File: config.mk
export PLATFORM = sky130hd
export DESIGN_NAME = dmagc_top
export DESIGN_NICKNAME = d
export VERILOG_FILES = /design/src/rtl/dmagc_pkg.sv /design/src/rtl/dmagc_top.sv
export SDC_FILE = /design/constraint.sdc
export NUM_CORES = 1
export LEC_CHECK = 0
export BUFFER_PORTS_ARGS = -buffer_cell sky130_fd_sc_hd__buf_2
export CAP_MARGIN = 20
export CORE_MARGIN = 10
export CORE_UTILIZATION = 42
export CTS_CLUSTER_SIZE = 24
export DETAILED_ROUTE_END_ITERATION = 8
export GPL_ROUTABILITY_DRIVEN = 1
export PLACE_DENSITY = 0.77
export SETUP_SLACK_MARGIN = 0.15
export SYNTH_ARGS = -nofsm -noshare
export SYNTH_HDL_FRONTEND = slang
export SYNTH_SLANG_ARGS = --single-unit
File: constraint.sdc
create_clock -name clk_in -period 1.5 [get_ports clk_in]
set_input_delay 0.15 -clock clk_in [delete_from_list [all_inputs] [get_ports clk_in]]
set_output_delay 0.15 -clock clk_in [all_outputs]
set_load 0.005 [all_outputs]
File: src/rtl/dmagc_pkg.sv
// Purpose: Shared constants and types of the DMA global control block
// Assumes: Byte addresses on a 32-bit Avalon-MM bus
// Notes:   Reserved register bits read as zero
package dmagc_pkg;

  // ***************************************
  // Register map
  // ***************************************
  localparam logic [31:0] OFF_GLOBAL_CONTROL      = 32'h1C00_4000;
  localparam logic [31:0] OFF_INTERRUPT_SUMMARY   = 32'h1C00_4004;
  localparam logic [31:0] OFF_DESCRIPTOR_BASE     = 32'h1C00_4008;
  localparam logic [31:0] OFF_CHANNEL_ENABLE_SET  = 32'h1C00_4020;
  localparam logic [31:0] OFF_CHANNEL_ENABLE_CLR  = 32'h1C00_4028;

  // ***************************************
  // Fields and reset values
  // ***************************************
  localparam int          NUM_CHANNELS            = 22;
  localparam int          MASTER_EN_BIT           = 0;
  localparam int          NORMAL_PEND_BIT         = 1;
  localparam int          ERROR_PEND_BIT          = 2;
  localparam int          BASE_LSB                = 9;
  localparam int          DESC_STRIDE_LOG2        = 4;
  localparam logic [31:0] RST_ZERO                = 32'h0000_0000;
  localparam logic [31:0] BASE_MASK               = 32'hFFFF_FE00;

  // ***************************************
  // Bus carrier
  // ***************************************
  typedef struct packed {
    logic        read;
    logic        write;
    logic [31:0] address;
    logic [31:0] writedata;
  } dmagc_req_s;

endpackage

File: src/rtl/dmagc_top.sv
// Purpose: Global control, summary status, descriptor base and channel enables of a DMA controller
// Assumes: Avalon-MM slave with waitrequest, one clock, asynchronous active-low reset
// Notes:   An access with clock enable high takes two cycles; waitrequest drops in the second
// How it works
// - Master enable bit 0 of control, reset 0, gates all channel activity.
// - Clearing master enable drops held triggers; new triggers accepted after re-enable.
// - Summary bit 1 shows any enabled normal interrupt pending.
// - Summary bit 2 shows any channel error interrupt pending.
// - Summary register is read-only; writes change nothing.
// - Descriptor base holds address bits 31:9, reset 0, low bits zero.
// - Descriptor of channel n sits at base plus n times sixteen.
// - Only implemented channels fetch descriptors; others are ignored.
// - Enable register holds one bit per channel in 21:0, reset 0.
// - Disabling a channel keeps its internal state intact.
// - Clearing then setting an enable pauses and resumes the channel.
// - Reading the enable register returns every channel's present enable.
// - Writing 1 to an enable bit sets that channel's enable.
// - Writing 0 to an enable bit leaves it unchanged.
// - Write-only clear register clears enables whose bits are written 1.
// - Any set channel error flag drives the shared interrupt output.
`timescale 1ns/1ns
`default_nettype none

module dmagc_top #(
  parameter int NCH = dmagc_pkg::NUM_CHANNELS
) (
  // Clock, reset, enable
  input  wire logic             clk_in,
  input  wire logic             rstn_in,
  input  wire logic             ce_in,
  // Avalon-MM slave
  input  wire logic             avs_read_in,
  input  wire logic             avs_write_in,
  input  wire logic [31:0]      avs_address_in,
  input  wire logic [31:0]      avs_writedata_in,
  output logic      [31:0]      avs_readdata_out,
  output logic                  avs_waitrequest_out,
  // Channel side
  input  wire logic [NCH-1:0]   trigger_in,
  input  wire logic [NCH-1:0]   normal_irq_flags_in,
  input  wire logic [NCH-1:0]   normal_irq_enable_in,
  input  wire logic [NCH-1:0]   channel_error_flags_in,
  output logic      [NCH-1:0]   trigger_pending_out,
  output logic      [NCH-1:0]   channel_run_out,
  // Descriptor fetch
  input  wire logic             fetch_req_in,
  input  wire logic [4:0]       fetch_chan_in,
  output logic                  fetch_valid_out,
  output logic      [31:0]      fetch_addr_out,
  // Shared interrupt
  output logic                  dma_irq_out
);

  // ***************************************
  // Helpers
  // ***************************************
  function automatic logic [31:0] desc_addr(input logic [31:0] base, input logic [4:0] ch);
    desc_addr = base + (32'(ch) << dmagc_pkg::DESC_STRIDE_LOG2);
  endfunction

  function automatic logic [31:0] widen(input logic [NCH-1:0] v);
    widen = 32'h0000_0000;
    widen[NCH-1:0] = v;
  endfunction

  // ***************************************
  // State
  // ***************************************
  dmagc_pkg::dmagc_req_s req;
  logic                  done_r;
  logic                  master_en_r;
  logic [31:0]           base_r;
  logic [NCH-1:0]        channel_enable_bits_r;
  logic [NCH-1:0]        trig_r;
  logic                  normal_irq_pending;
  logic                  error_irq_pending;
  logic                  wr_take;
  logic                  rd_take;
  logic [31:0]           rd_nxt;

  assign req.read      = avs_read_in;
  assign req.write     = avs_write_in;
  assign req.address   = avs_address_in;
  assign req.writedata = avs_writedata_in;

  assign normal_irq_pending = |(normal_irq_flags_in & normal_irq_enable_in);
  assign error_irq_pending  = |channel_error_flags_in;

  // ***************************************
  // Bus handshake
  // ***************************************
  // A frozen slave keeps the master waiting, so no write is acknowledged and lost
  assign avs_waitrequest_out = (req.read | req.write) & ~(done_r & ce_in);
  assign wr_take             = ce_in & req.write & done_r;
  assign rd_take             = ce_in & req.read & ~done_r;

  always_ff @(posedge clk_in or negedge rstn_in) begin
    if (!rstn_in) begin
      done_r <= 1'b0;
    end else if (ce_in) begin
      done_r <= (req.read | req.write) & ~done_r;
    end
  end

  // ***************************************
  // Read mux
  // ***************************************
  always_comb begin
    rd_nxt = dmagc_pkg::RST_ZERO;
    unique case (req.address)
      dmagc_pkg::OFF_GLOBAL_CONTROL: begin
        rd_nxt[dmagc_pkg::MASTER_EN_BIT] = master_en_r;
      end
      dmagc_pkg::OFF_INTERRUPT_SUMMARY: begin
        rd_nxt[dmagc_pkg::NORMAL_PEND_BIT] = normal_irq_pending;
        rd_nxt[dmagc_pkg::ERROR_PEND_BIT]  = error_irq_pending;
      end
      dmagc_pkg::OFF_DESCRIPTOR_BASE: begin
        rd_nxt = base_r;
      end
      dmagc_pkg::OFF_CHANNEL_ENABLE_SET: begin
        rd_nxt = widen(channel_enable_bits_r);
      end
      default: begin
        rd_nxt = dmagc_pkg::RST_ZERO;
      end
    endcase
  end

  always_ff @(posedge clk_in or negedge rstn_in) begin
    if (!rstn_in) begin
      avs_readdata_out <= dmagc_pkg::RST_ZERO;
    end else if (rd_take) begin
      avs_readdata_out <= rd_nxt;
    end
  end

  // ***************************************
  // Control and base registers
  // ***************************************
  always_ff @(posedge clk_in or negedge rstn_in) begin
    if (!rstn_in) begin
      master_en_r <= 1'b0;
    end else if (wr_take && req.address == dmagc_pkg::OFF_GLOBAL_CONTROL) begin
      master_en_r <= req.writedata[dmagc_pkg::MASTER_EN_BIT];
    end
  end

  always_ff @(posedge clk_in or negedge rstn_in) begin
    if (!rstn_in) begin
      base_r <= dmagc_pkg::RST_ZERO;
    end else if (wr_take && req.address == dmagc_pkg::OFF_DESCRIPTOR_BASE) begin
      base_r <= req.writedata & dmagc_pkg::BASE_MASK;
    end
  end

  // ***************************************
  // Channel enables
  // ***************************************
  always_ff @(posedge clk_in or negedge rstn_in) begin
    if (!rstn_in) begin
      channel_enable_bits_r <= '0;
    end else if (wr_take && req.address == dmagc_pkg::OFF_CHANNEL_ENABLE_SET) begin
      channel_enable_bits_r <= channel_enable_bits_r | req.writedata[NCH-1:0];
    end else if (wr_take && req.address == dmagc_pkg::OFF_CHANNEL_ENABLE_CLR) begin
      channel_enable_bits_r <= channel_enable_bits_r & ~req.writedata[NCH-1:0];
    end
  end

  // ***************************************
  // Triggers
  // ***************************************
  // Held triggers survive a channel disable; only master disable drops them
  always_ff @(posedge clk_in or negedge rstn_in) begin
    if (!rstn_in) begin
      trig_r <= '0;
    end else if (ce_in) begin
      if (!master_en_r) begin
        trig_r <= '0;
      end else begin
        trig_r <= trig_r | trigger_in;
      end
    end
  end

  assign trigger_pending_out = trig_r;
  assign channel_run_out     = trig_r & channel_enable_bits_r & {NCH{master_en_r}};

  // ***************************************
  // Descriptor fetch
  // ***************************************
  always_ff @(posedge clk_in or negedge rstn_in) begin
    if (!rstn_in) begin
      fetch_valid_out <= 1'b0;
      fetch_addr_out  <= dmagc_pkg::RST_ZERO;
    end else if (ce_in) begin
      fetch_valid_out <= fetch_req_in && master_en_r && (32'(fetch_chan_in) < NCH);
      fetch_addr_out  <= desc_addr(base_r, fetch_chan_in);
    end
  end

  // ***************************************
  // Shared interrupt
  // ***************************************
  always_ff @(posedge clk_in or negedge rstn_in) begin
    if (!rstn_in) begin
      dma_irq_out <= 1'b0;
    end else if (ce_in) begin
      dma_irq_out <= normal_irq_pending | error_irq_pending;
    end
  end
endmodule

`default_nettype wire

==> results of run 1 <==
==> cell type report <==
class	count	share of cell area (%)
clock buffer	23	5.28
multi-input combinational	275	26.2
antenna	2	0.0531
tap	172	2.28
inverter	2	0.0796
timing repair buffer	382	30.3
sequential	131	34.8
clock inverter	8	1.06
==> per-stage QoR <==
step,instance area [um2],hold WS [ps],power (mW),cells
after floorplan,5700,-146,3.90,437
after global placement,7480,97.8,4.37,883
after detailed placement,7480,103,4.40,883
after CTS,9260,2.73,8.73,987
after global routing,9430,10.0,9.00,994
final,9430,9.12,8.75,995
==> worst max-delay path: stages (launching register included) <==
cell	delay, ps
dfrtp_1	390
nand3_2	130
buf_6	150
nor4_4	250
buf_6	190
clkbuf_16	160
nand2_1	50
a22o_1	180
==> layer usage <==
layer,vias to the layer above,track usage (%),wire (um)
met5,-,0,0
met4,0,10.8,686
met1,2703,25.2,8070
met2,307,45.1,12700
li1,2370,-,-
met3,49,7.79,1810
==> cell families (layout without fill, tap and decap cells) <==
kind of cell	Yosys count	in the layout	share of synthesized area (%)
other	1	6	0.0675
and+or+nand+nor	111	111	11.4
muxes	53	53	12.1
DFF	131	131	59.0
buffers and inverters	31	415	2.84
AOI/OAI and AO/OA	107	107	14.6
==> what timing repair did <==
item / in CTS / in global routing
buffers inserted: 13 / 3
gates resized for setup: 81 / 18
cloned: 7 / 3
setup endpoints to repair: 101 / 101
pin swaps: 22 / 6
hold buffers: 53 / 0
endpoints found under the hold margin: 131 / 0
==> power groups by stage <==
stage          combinational, mW  sequential [mW]  clock, mW
2_1_floorplan              0.198             3.70          0
5_1_grt                    0.988             3.66       4.36
3_5_place_dp               0.695             3.70          0
4_1_cts                    0.900             3.64       4.18
6_report                   0.918             3.65       4.18
3_3_place_gp               0.673             3.70          0
==> path summary, 6_finish.rpt <==
| check | from | endpoint | slack, ps | depth (start not counted) |
|---|---|---|---|---|
| max in group asynchronous | rstn_in | fetch_addr_out[17] | 700 | 3 |
| worst min register to register | fetch_addr_out[4] | fetch_addr_out[4] | 500 | 1 |
| worst max register to register | done_r | flop | -130 | 7 |
| worst max-delay path | done_r | flop | -130 | 7 |
| worst min-delay path | trigger_in[18] | trigger_pending_out[18] | 9 | 3 |
| min in group asynchronous | rstn_in | asynchronous set/reset pin | 260 | 2 |
==> cells in the final DEF (no fill, tap or decap), types with 3 or more instances in the layout <==
cell type and count:
a21o_1 13, a22oi_1 7, nand3_1 3, mux2_4 23, a21oi_1 24, dfrtp_1 130
buf_12 14, buf_4 25, nor4_4 6, nor4_1 6, nor2_1 25, conb_1 4
buf_6 34, clkbuf_16 19, clkbuf_8 5, and3_4 22, buf_2 246, a22o_1 53
mux2_2 30, dlygate4sd3_1 53, buf_16 6, nand2_2 11, clkinv_2 3, nand2_1 16
==> impl_metrics.tcl, run 1 <==
set metrics [dict create \
    synthFlopType "dfrtp_1" \
    die_area_um2 18200 \
    synth_warnings 0 \
    drc 0 \
    track_usage_pct 24.7 \
    synth_area_per_cell_um2 12.8 \
    wl_per_cell_um 23.3 \
    setup_slack_ps -127 \
    clkPwrFrac_pct 47.8 \
    rsz0062_at_grt "true" \
    synth_area_leaders "dfrtp_1, a22o_1, mux2_2, mux2_4, and3_1" \
    grt_pass1_vias 6128 \
    ys_ff_latch 131 \
    period_needed_ps 1630 \
    synth_edf_count 0 \
    yosysSeqAreaShare_pct 59.0 \
    critPathCaptureType "flop" \
    status "finished with violations" \
    clockBufferDepth 2 \
    finalHoldViolations 0 \
    die_h_um 135 \
    swShare_pct 22.9 \
    cts.sinks 131 \
    drt.antenna.violating_nets 0 \
    slew_violations 0 \
    first_pass_iters 5 \
    violations "setup timing" \
    power_frac_seq_pct 41.7 \
    synth.most_common_cell "dfrtp_1" \
    dp_hpwl_mm 15.5 \
    fin_nets 972 \
    synthToLayoutAreaGrowth_pct 69.7 \
    clk_pin_slew_worst_paths_ps 60 \
    max_freq_mhz 615 \
    cts-root-buf "clkbuf_16" \
    setup_violations 50 \
    dp_slack_ps -295 \
    hp-class "in2reg" \
    powerDensity_nw_per_um2 928 \
    power.switching_mw 2.00 \
    multi_input_area_um2 2470 \
    ys_types 40 \
    seq_area_um2 3280 \
    rows 41 \
    postSynthCellCount 434 \
    initial_core_util_pct 43.5 \
    cp-start-kind "flop" \
    tritoncts "yes" \
    die_x_um 135 \
    cp.arrival_ps 1930 \
    grt-ovfl-total 0 \
    htreeDepth 4 \
    cts_buffers 17 \
    vias 5429 \
    combinationalPowerShare_pct 10.5 \
    post-route-util_pct 73.8 \
    fillers 814 \
    setup_tns_ps -3110 \
    synthArstFlopShare_pct 100 \
    synthTopCellsByCount "dfrtp_1, a22o_1, mux2_2" \
    port_buffers 269 \
    yosysTopAreaCellShare_pct 59.0 \
    leakage_nw 5.04 \
    vias_per_cell 5.46 \
    slew_headroom_pct 66.7 \
    grt_max_degree 35 \
    io_pins 274 \
    layout-drive-gt1-share_pct 57.6 \
    first_iter_violations 329 \
    worstMarginPinSlew_ps 494 \
    fin_skew_ps 8.27 \
    crit_required_ps 1810 \
    syn_area_um2 5560 \
    grt_pass1_wl_mm 34.8 \
    crit_fanout 6 \
    intPower_mw 6.75 \
    drt-total-wl_mm 23.2 \
    ir_worst_vdd_mv 0.752 \
    gp_congestion 0.869 \
    coreArea_um2 12800 \
    clock_latency_ps 420 \
    critical_path_class "reg2reg" \
    antenna_found_initial 1 \
    finalCritPeriodShare_pct 108 \
    drv_cap 0 \
    synth_top_area_cell "dfrtp_1" \
]
(Power assumes the default switching activity.)
==> inputs of run 2 (changes only) <==
Settings changed: GPL_ROUTABILITY_DRIVEN 1 to 0, PLACE_DENSITY 0.77 to 0.81.
==> run 2 against run 1 <==
The flow still finishes with violations (setup timing). Register-to-register slack gained 80 ps. Routed wire length shrank 3.6%. Clock power is essentially flat. Power shrank 0.13%. Critical path type unchanged. Highest routed layer unchanged.
==> impl_metrics.tcl, run 2 (synthesis results as in run 1) <==
set metrics [dict create \
    htreeDepth 4 \
    track_usage_pct 23.9 \
    max_freq_mhz 649 \
    synthToLayoutAreaGrowth_pct 66.6 \
    die_h_um 135 \
    fin_nets 973 \
    dp_slack_ps -313 \
    r2r-end "avs_readdata_out[14]" \
    grt_max_degree 69 \
    crit_end "avs_readdata_out[14]" \
    critPathCaptureType "flop" \
    fin_skew_ps 6.01 \
    vias 5327 \
    seq_area_um2 3280 \
    drv_cap 0 \
    ir_worst_vdd_mv 0.606 \
    multi_input_area_um2 2390 \
    die_x_um 135 \
    cts_buffers 17 \
    coreArea_um2 12800 \
    first_pass_iters 5 \
    hp-class "in2reg" \
    worst-r2r-cell-count 7 \
    cts-root-buf "clkbuf_16" \
    finalHoldViolations 0 \
    finalCritPeriodShare_pct 103 \
    period_needed_ps 1540 \
    dp.cells 884 \
    post-route-util_pct 72.5 \
    crit_start "done_r" \
    final_area_um2 9260 \
    drc 0 \
    crit_fanout 11 \
    clockBufferDepth 2 \
    rows 41 \
    initial_core_util_pct 43.5 \
    antenna_found_initial 1 \
    final_common_cell "buf_2" \
    cp.arrival_ps 1900 \
    clk_pin_slew_worst_paths_ps 60 \
    dp_hpwl_mm 15.4 \
    grt_pass1_vias 6050 \
    reg2reg_slack_ps -40 \
    r2r_start "done_r" \
    drt.antenna.violating_nets 0 \
    grt_pass1_wl_mm 33.8 \
    power_mw 8.74 \
    vias_per_cell 5.35 \
    dpl_cell_area_um2 7500 \
    status "finished with violations" \
    crit_required_ps 1860 \
    setup_slack_ps -42.0 \
    slew_violations 0 \
    grt-ovfl-total 0 \
    critical_path_class "reg2reg" \
    port_buffers 269 \
    wl_per_cell_um 22.5 \
    tritoncts "yes" \
    drt-total-wl_mm 22.4 \
    final_cells 996 \
    final_cell_mix "buf_2, dfrtp_1, dlygate4sd3_1" \
    clock_latency_ps 420 \
    fillers 829 \
    layout-drive-gt1-share_pct 55.4 \
    rsz0062_at_grt "true" \
    leakage_nw 5.03 \
    violations "setup timing" \
    cp-start-kind "flop" \
    setup_violations 8 \
    first_iter_violations 343 \
    cts.sinks 131 \
    powerDensity_nw_per_um2 944 \
    die_area_um2 18200 \
    io_pins 274 \
]
-- run 2: repair_timing --
action,in CTS,in global routing
gates resized for setup,30,36
setup endpoints to repair,100,101
pin swaps,4,19
cloned,4,6
hold buffers,55,1
setup buffers,9,4
hold endpoints to repair,128,1
-- run 2: per-layer routing --
layer  vias up  part of all wire [%]  global-route usage (%)
met1      2625                    35                    24.7
li1       2370                     -                       -
met5         -                     0                       0
met2       275                    54                    43.4
met4         0                   2.9                    8.91
met3        57                   7.9                    8.20
-- run 2: layout make-up --
cell class / count / share of cell area [%]
diodes: 2 / 0.0541
clock buffers: 22 / 5.01
clock inverters: 9 / 1.39
inverters: 2 / 0.0811
multi-input cells: 275 / 25.8
flip-flops and latches: 131 / 35.4
well taps: 172 / 2.32
repair buffers: 383 / 29.9
-- run 2: worst max-delay path, cell delays in order, from the launching register on --
cell       delay, ps
dfrtp_2          430
nand3b_1         190
buf_4            160
nor4_4           130
buf_6            180
clkbuf_16        170
a22o_1           130
a21o_1            80
-- run 2: worst min-delay path by stage --
stage	cells after the start	slack [ps]	end	startpoint
2_1_floorplan	0	-150	asynchronous set/reset pin	rstn_in
3_3_place_gp	1	60	trigger_pending_out[8]	rstn_in
3_5_place_dp	1	60	trigger_pending_out[12]	rstn_in
4_1_cts	3	5	trigger_pending_out[10]	trigger_in[10]
5_1_grt	3	10	trigger_pending_out[10]	trigger_in[10]
6_report	3	20	trigger_pending_out[10]	trigger_in[10]
-- run 2: power by group --
| group | switching (mW) | internal (mW) | total [mW] |
|---|---|---|---|
| Sequential | 0.0530 | 3.60 | 3.65 |
| Combinational | 0.415 | 0.463 | 0.878 |
| Clock | 1.52 | 2.69 | 4.21 |
| Total | 1.99 | 6.75 | 8.74 |
-- run 2: per-stage QoR --
step | TNS, ps | hold slack (ps)
6_report | -135 | 20.9
5_1_grt | -1130 | 11.6
4_1_cts | 0 | 4.57
3_5_place_dp | -17830 | 65.0
3_3_place_gp | -13780 | 56.5
2_1_floorplan | -1590 | -146
